`config.mk`:
```
export PLATFORM = sky130hd
export DESIGN_NAME = uart_channel_buffers_status
export DESIGN_NICKNAME = d
export VERILOG_FILES = /design/src/logic/uart_channel_pkg.sv /design/src/logic/uart_channel_buffers_status.sv
export VERILOG_INCLUDE_DIRS = /design/src /design/src/logic
export SDC_FILE = /design/constraint.sdc
export NUM_CORES = 1
export LEC_CHECK = 0
export ABC_CLOCK_PERIOD_IN_PS = 6870
export BUFFER_PORTS_ARGS = -buffer_cell sky130_fd_sc_hd__buf_2
export CAP_MARGIN = 10
export CORE_MARGIN = 5
export CORE_UTILIZATION = 61
export CTS_BUF_LIST = sky130_fd_sc_hd__clkbuf_8
export DETAILED_ROUTE_END_ITERATION = 7
export GPL_TIMING_DRIVEN = 1
export PLACE_DENSITY = 0.79
export SLEW_MARGIN = 20
export SYNTH_ARGS = -nofsm -noshare
export SYNTH_HDL_FRONTEND = slang
export SYNTH_SLANG_ARGS = --single-unit
```
`constraint.sdc`:
```
create_clock -name i_mclk -period 6.87 [get_ports i_mclk]
set_clock_uncertainty 0.05 [all_clocks]
set_input_delay 1.0305 -clock i_mclk [delete_from_list [all_inputs] [get_ports i_mclk]]
set_output_delay 1.0305 -clock i_mclk [all_outputs]
set_load 0.005 [all_outputs]
```
`src/logic/uart_channel_cfg.svh`:
```
// Offsets, field positions, reset values and timing counts of the serial channel.
`ifndef UART_CHANNEL_CFG_SVH
`define UART_CHANNEL_CFG_SVH

// ==========================================================================
// Register offsets (byte registers)
`define CHANNEL_STATUS_OFFSET   5'h11
`define RECEIVE_BUFFER_OFFSET   5'h13
`define TRANSMIT_BUFFER_OFFSET  5'h13

// ==========================================================================
// Status bit positions
`define STATUS_BREAK_BIT        7
`define STATUS_FRAMING_BIT      6
`define STATUS_PARITY_BIT       5
`define STATUS_OVERRUN_BIT      4
`define STATUS_TX_EMPTY_BIT     3
`define STATUS_TX_FREE_BIT      2
`define STATUS_FIFO_FULL_BIT    1
`define STATUS_RX_AVAIL_BIT     0

// Position of the transmitter-ready mirror in the interrupt status byte.
`define INTERRUPT_STATUS_TX_FREE_A_BIT 0
`define INTERRUPT_STATUS_TX_FREE_B_BIT 4

// ==========================================================================
// Parity mode encodings
`define PARITY_WITH             2'h0
`define PARITY_FORCE            2'h1
`define PARITY_NONE             2'h2
`define PARITY_MULTIDROP        2'h3

// ==========================================================================
// Timing counts in 16x ticks, FIFO depth and last index
`define TICKS_PER_BIT_LAST      4'hF
`define TICKS_HALF_BIT_LAST     4'h7
`define FIFO_DEPTH              2'h3
`define FIFO_LAST_INDEX         2'h2

// ==========================================================================
// Reset values
`define BYTE_RESET              8'h00
`define LINE_IDLE               1'b1

`endif

```
`src/logic/uart_channel_pkg.sv`:
```
// Types shared by the serial channel and its environment.
package uart_channel_pkg;

	// ======================================================================
	// State machines
	typedef enum logic [2:0] {
		RX_IDLE       = 3'b000,
		RX_START      = 3'b001,
		RX_DATA       = 3'b010,
		RX_PARITY     = 3'b011,
		RX_STOP       = 3'b100,
		RX_BREAK_WAIT = 3'b101
	} rx_state_type;

	typedef enum logic [2:0] {
		TX_IDLE   = 3'b000,
		TX_START  = 3'b001,
		TX_DATA   = 3'b010,
		TX_PARITY = 3'b011,
		TX_STOP   = 3'b100,
		TX_NEGATE = 3'b101
	} tx_state_type;

	// ======================================================================
	// Carriers
	typedef struct packed {
		logic       received_break;
		logic       framing_error;
		logic       parity_error;
		logic [7:0] data;
	} rx_entry_type;

	typedef struct packed {
		logic [1:0] bits_per_char;
		logic [1:0] parity_mode;
		logic       parity_type;
		logic       two_stop_bits;
		logic       receiver_flow_control;
		logic       transmitter_auto_negate;
		logic       clear_to_send_gate;
		logic       pin_zero_function_select;
	} mode_config_type;

	typedef struct packed {
		logic transmitter_enable_cmd;
		logic transmitter_disable_cmd;
		logic reset_error_cmd;
		logic op_set_bit0;
		logic op_clear_bit0;
	} command_type;

	typedef struct packed {
		rx_state_type          rx_state;
		logic [3:0]            rx_tick;
		logic [3:0]            rx_bit;
		logic [7:0]            rx_shift;
		logic                  rx_par;
		logic                  wait_valid;
		rx_entry_type          wait_entry;
		rx_entry_type [2:0]    fifo;
		logic [1:0]            fifo_rd;
		logic [1:0]            fifo_count;
		logic                  overrun;
		logic                  in_break;
		logic                  change_in_break;
		tx_state_type          tx_state;
		logic [3:0]            tx_tick;
		logic [3:0]            tx_bit;
		logic [7:0]            tx_shift;
		logic                  tx_par;
		logic                  tx_enabled;
		logic                  hold_valid;
		logic [7:0]            hold_data;
		logic                  line_out;
		logic                  op_bit0;
		logic [7:0]            rdata;
	} state_type;

endpackage : uart_channel_pkg

```
`src/logic/uart_channel_buffers_status.sv`:
```
// Serial channel data path: receive FIFO, transmit buffer, status and ready-to-send pin.
//
// Overview of operation
// - Select bit set: pin is ready-to-send, driven by receiver and transmitter RTS modes.
// - Select bit clear: pin level is the inverse of output port bit 0.
// - Receive shift register fills a three-deep FIFO; reads take the oldest.
// - Buffers and status are reachable only while the module is not halted.
// - Break sets its flag, takes one slot, blocks entries until half a bit high.
// - Breaks starting mid-character are caught on the next all-zero character time.
// - Framing error when the line is low at the middle of the first stop bit.
// - Parity error in parity modes; in multidrop the flag holds the address bit.
// - Overrun when FIFO full and a character waits; waiting one is lost.
// - Transmitter empty after the last stop bit with nothing held; cleared by load or disable.
// - Transmitter-ready is driven on o_tx_holding_free and mirrored into status bit 2.
// - Transmitter-ready sets on transfer to shifter and on enable; disabled writes lost.
// - FIFO-full sets when a transfer fills all slots; a waiting char refills after a read.
// - Receiver-ready sets on entry into the FIFO, clears when a read empties it.
// - A buffer write clears ready; an idle shifter loads a held character and re-sets ready.
// - Writes while not ready or while disabled leave the buffer untouched.
// - Change-in-break pulses at both the start and the end of a break.
// - Auto-negate clears output bit 0 one bit time after transmission drains.
// - Clear-to-send gating checks the input before each character only.
`timescale 1ns/1ps
`include "uart_channel_cfg.svh"

module uart_channel_buffers_status (
	input  wire logic                              i_mclk,
	input  wire logic                              i_rst_n,
	input  wire logic                              i_baud16_tick,
	input  wire logic                              i_module_halt,
	input  wire uart_channel_pkg::mode_config_type i_mode_config,
	input  wire uart_channel_pkg::command_type     i_command,
	input  wire logic [4:0]                        i_bus_addr,
	input  wire logic                              i_bus_read,
	input  wire logic                              i_bus_write,
	input  wire logic [7:0]                        i_bus_wdata,
	output logic [7:0]                             o_bus_rdata,
	input  wire logic                              i_serial_input_line,
	input  wire logic                              i_clear_to_send_input_n,
	output logic                                   o_serial_output_line,
	output logic                                   o_ready_to_send_a_n,
	output logic                                   o_tx_holding_free,
	output logic                                   o_transmitter_empty,
	output logic                                   o_rx_char_available,
	output logic                                   o_fifo_full,
	output logic                                   o_change_in_break
);
	import uart_channel_pkg::*;

	// ======================================================================
	// Helpers
	function automatic logic [3:0] char_last(input logic [1:0] bpc);
		char_last = {2'h0, bpc} + 4'h4;
	endfunction : char_last

	function automatic logic parity_on(input logic [1:0] mode);
		parity_on = (mode != `PARITY_NONE);
	endfunction : parity_on

	// Parity bit that a correct character carries in the parity-checking modes.
	function automatic logic parity_bit(input logic [7:0] data, input logic [1:0] mode,
		input logic ptype);
		if (mode == `PARITY_WITH) begin
			parity_bit = (^data) ^ ptype;
		end else begin
			parity_bit = ptype;
		end
	endfunction : parity_bit

	function automatic logic [1:0] ring_index(input logic [1:0] base, input logic [1:0] offs);
		logic [2:0] sum;
		sum = {1'b0, base} + {1'b0, offs};
		if (sum > {1'b0, `FIFO_LAST_INDEX}) begin
			sum = sum - {1'b0, `FIFO_DEPTH};
		end
		ring_index = sum[1:0];
	endfunction : ring_index

	function automatic logic [7:0] length_mask(input logic [1:0] bpc);
		length_mask = 8'hFF >> (3'h3 - {1'b0, bpc});
	endfunction : length_mask

	// ======================================================================
	// State
	state_type    state;
	state_type    next_state;
	rx_entry_type new_entry;
	rx_entry_type head_entry;
	logic         new_valid;
	logic         fifo_full;
	logic         bus_ok;
	logic         cts_ok;
	logic [7:0]   status_byte;

	assign fifo_full  = (state.fifo_count == `FIFO_DEPTH);
	assign head_entry = state.fifo[state.fifo_rd];
	assign bus_ok     = !i_module_halt;
	assign cts_ok     = !i_mode_config.clear_to_send_gate || !i_clear_to_send_input_n;

	always_comb begin
		status_byte = `BYTE_RESET;
		if (state.fifo_count != 2'h0) begin
			status_byte[`STATUS_BREAK_BIT]   = head_entry.received_break;
			status_byte[`STATUS_FRAMING_BIT] = head_entry.framing_error;
			status_byte[`STATUS_PARITY_BIT]  = head_entry.parity_error;
		end
		status_byte[`STATUS_OVERRUN_BIT]  = state.overrun;
		status_byte[`STATUS_TX_EMPTY_BIT] = o_transmitter_empty;
		status_byte[`STATUS_TX_FREE_BIT]  = o_tx_holding_free;
		status_byte[`STATUS_FIFO_FULL_BIT] = fifo_full;
		status_byte[`STATUS_RX_AVAIL_BIT] = (state.fifo_count != 2'h0);
	end

	// ======================================================================
	// Next-state logic
	always_comb begin
		next_state = state;
		new_entry  = '0;
		new_valid  = 1'b0;
		next_state.change_in_break = 1'b0;

		// Bus access.
		if (i_bus_read && bus_ok) begin
			if (i_bus_addr == `CHANNEL_STATUS_OFFSET) begin
				next_state.rdata = status_byte;
			end else if (i_bus_addr == `RECEIVE_BUFFER_OFFSET) begin
				next_state.rdata = head_entry.data;
				if (state.fifo_count != 2'h0) begin
					next_state.fifo_rd    = ring_index(state.fifo_rd, 2'h1);
					next_state.fifo_count = state.fifo_count - 2'h1;
				end
			end else begin
				next_state.rdata = `BYTE_RESET;
			end
		end
		if (i_bus_write && bus_ok && i_bus_addr == `TRANSMIT_BUFFER_OFFSET) begin
			if (state.tx_enabled && !state.hold_valid) begin
				next_state.hold_valid = 1'b1;
				next_state.hold_data  = i_bus_wdata;
			end
		end
		if (i_command.reset_error_cmd) begin
			next_state.overrun = 1'b0;
		end

		// Receiver.
		if (i_baud16_tick) begin
			next_state.rx_tick = state.rx_tick + 4'h1;
			case (state.rx_state)
				RX_IDLE: begin
					next_state.rx_tick = 4'h0;
					if (!i_serial_input_line) begin
						next_state.rx_state = RX_START;
					end
				end
				RX_START: begin
					if (state.rx_tick == `TICKS_HALF_BIT_LAST) begin
						next_state.rx_tick  = 4'h0;
						next_state.rx_bit   = 4'h0;
						next_state.rx_shift = `BYTE_RESET;
						next_state.rx_state = i_serial_input_line ? RX_IDLE : RX_DATA;
					end
				end
				RX_DATA: begin
					if (state.rx_tick == `TICKS_PER_BIT_LAST) begin
						next_state.rx_shift[state.rx_bit[2:0]] = i_serial_input_line;
						next_state.rx_bit = state.rx_bit + 4'h1;
						if (state.rx_bit == char_last(i_mode_config.bits_per_char)) begin
							next_state.rx_state = parity_on(i_mode_config.parity_mode) ?
								RX_PARITY : RX_STOP;
						end
					end
				end
				RX_PARITY: begin
					if (state.rx_tick == `TICKS_PER_BIT_LAST) begin
						next_state.rx_par   = i_serial_input_line;
						next_state.rx_state = RX_STOP;
					end
				end
				RX_STOP: begin
					if (state.rx_tick == `TICKS_PER_BIT_LAST) begin
						new_valid = 1'b1;
						new_entry.data = state.rx_shift & length_mask(i_mode_config.bits_per_char);
						new_entry.framing_error = !i_serial_input_line;
						new_entry.received_break = !i_serial_input_line &&
							(state.rx_shift == `BYTE_RESET) &&
							!(parity_on(i_mode_config.parity_mode) && state.rx_par);
						if (i_mode_config.parity_mode == `PARITY_MULTIDROP) begin
							new_entry.parity_error = state.rx_par;
						end else if (parity_on(i_mode_config.parity_mode)) begin
							new_entry.parity_error = state.rx_par != parity_bit(new_entry.data,
								i_mode_config.parity_mode, i_mode_config.parity_type);
						end
						next_state.rx_tick = 4'h0;
						if (new_entry.received_break) begin
							next_state.in_break        = 1'b1;
							next_state.change_in_break = 1'b1;
							next_state.rx_state        = RX_BREAK_WAIT;
						end else begin
							next_state.rx_state = RX_IDLE;
						end
					end
				end
				RX_BREAK_WAIT: begin
					// Eight 16x periods of high line, i.e. half a bit time.
					if (!i_serial_input_line) begin
						next_state.rx_tick = 4'h0;
					end else if (state.rx_tick == `TICKS_HALF_BIT_LAST) begin
						next_state.in_break        = 1'b0;
						next_state.change_in_break = 1'b1;
						next_state.rx_state        = RX_IDLE;
					end
				end
				default: begin
					next_state.rx_state = RX_IDLE;
				end
			endcase
		end

		// Waiting character moves in as soon as a slot is free, after any read.
		if (next_state.wait_valid && next_state.fifo_count != `FIFO_DEPTH) begin
			next_state.fifo[ring_index(next_state.fifo_rd, next_state.fifo_count)] =
				next_state.wait_entry;
			next_state.fifo_count = next_state.fifo_count + 2'h1;
			next_state.wait_valid = 1'b0;
		end
		if (new_valid) begin
			if (next_state.wait_valid) begin
				next_state.overrun = 1'b1;
			end
			next_state.wait_valid = 1'b1;
			next_state.wait_entry = new_entry;
		end

		// Transmitter.
		if (i_command.op_set_bit0 && bus_ok) begin
			next_state.op_bit0 = 1'b1;
		end
		if (i_command.op_clear_bit0 && bus_ok) begin
			next_state.op_bit0 = 1'b0;
		end
		if (i_command.transmitter_enable_cmd) begin
			next_state.tx_enabled = 1'b1;
		end
		if (i_command.transmitter_disable_cmd) begin
			next_state.tx_enabled = 1'b0;
			next_state.hold_valid = 1'b0;
		end
		case (state.tx_state)
			TX_IDLE: begin
				next_state.line_out = `LINE_IDLE;
				next_state.tx_tick  = 4'h0;
				if (state.hold_valid && state.tx_enabled && cts_ok) begin
					next_state.tx_shift   = state.hold_data;
					next_state.tx_par     = parity_bit(state.hold_data &
						length_mask(i_mode_config.bits_per_char), i_mode_config.parity_mode,
						i_mode_config.parity_type);
					next_state.hold_valid = 1'b0;
					next_state.line_out   = 1'b0;
					next_state.tx_state   = TX_START;
				end
			end
			TX_START, TX_DATA, TX_PARITY, TX_STOP, TX_NEGATE: begin
				if (i_baud16_tick) begin
					next_state.tx_tick = state.tx_tick + 4'h1;
					if (state.tx_tick == `TICKS_PER_BIT_LAST) begin
						case (state.tx_state)
							TX_START: begin
								next_state.tx_bit   = 4'h0;
								next_state.line_out = state.tx_shift[0];
								next_state.tx_state = TX_DATA;
							end
							TX_DATA: begin
								next_state.tx_bit = state.tx_bit + 4'h1;
								if (state.tx_bit == char_last(i_mode_config.bits_per_char)) begin
									if (parity_on(i_mode_config.parity_mode)) begin
										next_state.line_out = state.tx_par;
										next_state.tx_state = TX_PARITY;
									end else begin
										next_state.line_out = `LINE_IDLE;
										next_state.tx_bit   = 4'h0;
										next_state.tx_state = TX_STOP;
									end
								end else begin
									next_state.line_out = state.tx_shift[next_state.tx_bit[2:0]];
								end
							end
							TX_PARITY: begin
								next_state.line_out = `LINE_IDLE;
								next_state.tx_bit   = 4'h0;
								next_state.tx_state = TX_STOP;
							end
							TX_STOP: begin
								next_state.tx_bit = state.tx_bit + 4'h1;
								if (!i_mode_config.two_stop_bits || state.tx_bit != 4'h0) begin
									next_state.tx_state = TX_IDLE;
									if (i_mode_config.transmitter_auto_negate &&
										!i_mode_config.receiver_flow_control &&
										!next_state.hold_valid && state.op_bit0) begin
										next_state.tx_state = TX_NEGATE;
									end
								end
							end
							default: begin
								next_state.op_bit0  = 1'b0;
								next_state.tx_state = TX_IDLE;
							end
						endcase
					end
				end
			end
			default: begin
				next_state.tx_state = TX_IDLE;
			end
		endcase
	end

	// ======================================================================
	// Registers
	always_ff @(posedge i_mclk or negedge i_rst_n) begin
		if (!i_rst_n) begin
			state          <= '0;
			state.line_out <= `LINE_IDLE;
		end else begin
			state <= next_state;
		end
	end

	// ======================================================================
	// Outputs
	// The holding register and the shifter form the two-entry transmit buffer; a negated
	// clear-to-send stalls the shifter and so holds off the next write through ready.
	assign o_tx_holding_free    = state.tx_enabled && !state.hold_valid;
	assign o_transmitter_empty  = state.tx_enabled && !state.hold_valid &&
		(state.tx_state == TX_IDLE || state.tx_state == TX_NEGATE);
	assign o_rx_char_available  = (state.fifo_count != 2'h0);
	assign o_fifo_full          = fifo_full;
	assign o_bus_rdata          = state.rdata;
	assign o_serial_output_line = state.line_out;
	assign o_change_in_break    = state.change_in_break;

	// Receiver flow control alone drives the pin from FIFO room; with both modes set the
	// configuration is invalid and the pin falls back to the output bit.
	always_comb begin
		if (i_mode_config.pin_zero_function_select && i_mode_config.receiver_flow_control &&
			!i_mode_config.transmitter_auto_negate) begin
			o_ready_to_send_a_n = fifo_full;
		end else begin
			o_ready_to_send_a_n = !state.op_bit0;
		end
	end

endmodule : uart_channel_buffers_status

```
==> results.md <==
- DRC Markers: 0
- Final setup vio count: 0
- Post-synthesis sequential area ratio: 47.24%
- Global-route usage over all layers: 21.70%
- Area Growth Syn to Fin: 7.444%
- Mapped Nets: 618
- Crit Path Class: in2reg
- Ant diodes: 0
- Max_cap viols: 0
- Core Footprint: 9328 sq um
- H-tree depth: 3
- Metal3 WL: 643 microns
- CP Capture Type: flip-flop
- Vias: 4,311
- Req. time, crit path: 7080 ps
- Post-CTS sizing: 0
- Clock sinks: 111
- Pwr/cell area: 213.0 nW/um^2
- TritonCTS clock tree: yes
- Post-route design area: 6321 sq um
- Top cell type's share of synthesized area: 46.79%
- Skew-Pair Late Insertion Delay: 380 ps
- TritonCTS buffer count: 9
- Congestion Overflow GR: 0
- Mean routed wirelength per cell: 16.53 microns
- GPL Wtd Cong: 0.8599
- Max Used Layer: met4
- ANT nets after route: 0
- Flop and latch count out of synthesis: 111
- Post-synth top area cell: dfrtp_1
- Post-DP HPWL: 8672 microns
- Post-synth EDFFs: 0
- Setup TNS: 0 ps
- Synth warnings: 0
- Post-DP Area: 6131 sq um
- Maximum clock insertion buffer count: 2
- Worst-Margin Slew: 1072 ps
- Syn Area/Cell: 10.32 sq um
- Met1 Routed Length: 5606 microns
- Max FO, Critical Path: 17
- Max Slew Vio Count: 0
- Final Core Density: 67.77%
- RSZ-0062 raised after global routing: no
- Vias in the first global route: 4,120
- Nets: 645
- Via density: 5.897
- # hold bufs at CTS: 0
- Worst Hold Class: reg2reg
- Outcome: complete, no violations
- Post-Route WL: 12,090 microns
- Area contributors post-synth: dfrtp_1, mux2_2, o21ai_0
- Worst hold slack: 436.4 ps
- Fmax: 218.0 MHz
- Post-synthesis cell area: 5883 sq um
- Share of cells above drive strength 1: 22.76%
- Root Driver: clkbuf_8
- Post-CTS Setup Bufs: 0
- Die ar.: 11,710 sq um
- Standard-cell rows: 35
- Clk slew on worst S/H paths: 100 ps
- Max VDD drop: 116.9 uV
- Most frequent cells in the layout: dfrtp_1, nand2_1, o21ai_0
- Period utilisation layout: 66.77%
- Die height: 108.2 microns
- Period minus WS final: 4587 ps
- Ys flop type: dfrtp_1
- Sequential Area: 2779 sq um
- DRT Pass-1 Iters: 5
- I/O pin count: 51
- LEAKAGE: 0.002906 uW
- First-pass GRT wire length: 20,240 microns
- Footprint of the multi-input gates: 2878 sq um
- Setup WS post-layout: 2283 ps
- Die X: 108.2 microns
- Synth unique cells: 62
- Starting Density: 63.07%
- Startpoint Class: primary input
- Place WS: 1842 ps
- CP arrival: 4800 ps
- First DRT Iteration DRCs: 258
- Async set or reset register ratio after synthesis: 100.0%
- Final Hold Viols: 0
- Mapped Cells: 570
- Worst slew margin: 28.55%
- Largest net degree at the start of global routing: 76
- FILL cells: 744
- Port Buffers: 50
- DR WL met2: 5764 microns
- Commonest non-fill, non-tap cell in the layout: dfrtp_1
- Initial antenna violation count: 0
metrics by stage:
stage | total power [uW] | instances
3_3_place_gp | 978.7 | 715
4_1_cts | 1359 | 731
6_report | 1346 | 731
3_5_place_dp | 990.7 | 715
5_1_grt | 1428 | 731
2_1_floorplan | 920.8 | 570
routing by layer:
| layer | up-vias | track usage [%] |
|---|---|---|
| li1 | 2085 | - |
| met1 | 2124 | 30.24 |
| met2 | 96 | 34.95 |
| met3 | 6 | 5.134 |
| met4 | 0 | 4.599 |
| met5 | - | 0 |
synthesized netlist by cell type (all sizes together) (6+ instances only):
master and count:
mux2 56, a21oi 26, a22oi 8, nand2 62, a21o 6, mux2i 14, o21ai 60, nor2b 11
nand3 8, clkbuf 16, nand2b 7, nor2 32, inv 16, nor3 11, xnor2 10, ha 11
buf 19, xor2 8, dfrtp 110
sequential cells by signal, indices dropped and copies added (netlist names):
register	cells
o_bus_rdata	8
o_change_in_break	1
o_serial_output_line	1
state	101
power by group:
part	leakage (uW)	switching, uW	internal (uW)	total, uW
Clock	0.0000907	230	137	367
Sequential	0.00151	69.8	693	763
Combinational	0.00130	121	96.2	217
cells by family after synthesis:
| group | count (synthesis) | synth area share (%) |
|---|---|---|
| simple gates | 167 | 14.89 |
| compound gates | 138 | 14.29 |
| flops | 111 | 47.24 |
| mux | 72 | 13.87 |
| buf+inv | 51 | 3.977 |
| xor+xnor | 19 | 3.062 |
| fa+ha+maj | 12 | 2.680 |
worst max-delay path: stages:
cell      delay [ps]
buf_2            130
inv_1            120
nand2_1          280
nor2_1           240
nand3b_1          90
o21ai_0          360
ha_1             250
fa_1             480
ha_1             250
nor2b_1          180
o211ai_1         100
a21oi_1          850
mux2_2           420
worst paths after layout:
kind	cells past startpoint	end	start	slack [ps]
setup / recovery	13	state[68]	i_module_halt	2280
min in group asynchronous	1	state[91]	i_rst_n	550
setup reg to reg	10	state[68]	state[46]	2660
hold reg to reg	2	o_bus_rdata[1]	o_bus_rdata[1]	440
hold / removal	2	o_bus_rdata[1]	o_bus_rdata[1]	440
max in group asynchronous	2	state[106]	i_rst_n	4930
layout make-up:
type	count	share of cell area [%]
inverters	16	0.9501
multi-input cells	408	45.53
clock inverters	7	0.9303
clock buffers	9	1.960
repair buffers	51	4.117
flip-flops and latches	111	43.96
well taps	129	2.553
No activity file was read; power rests on OpenSTA's default activity.
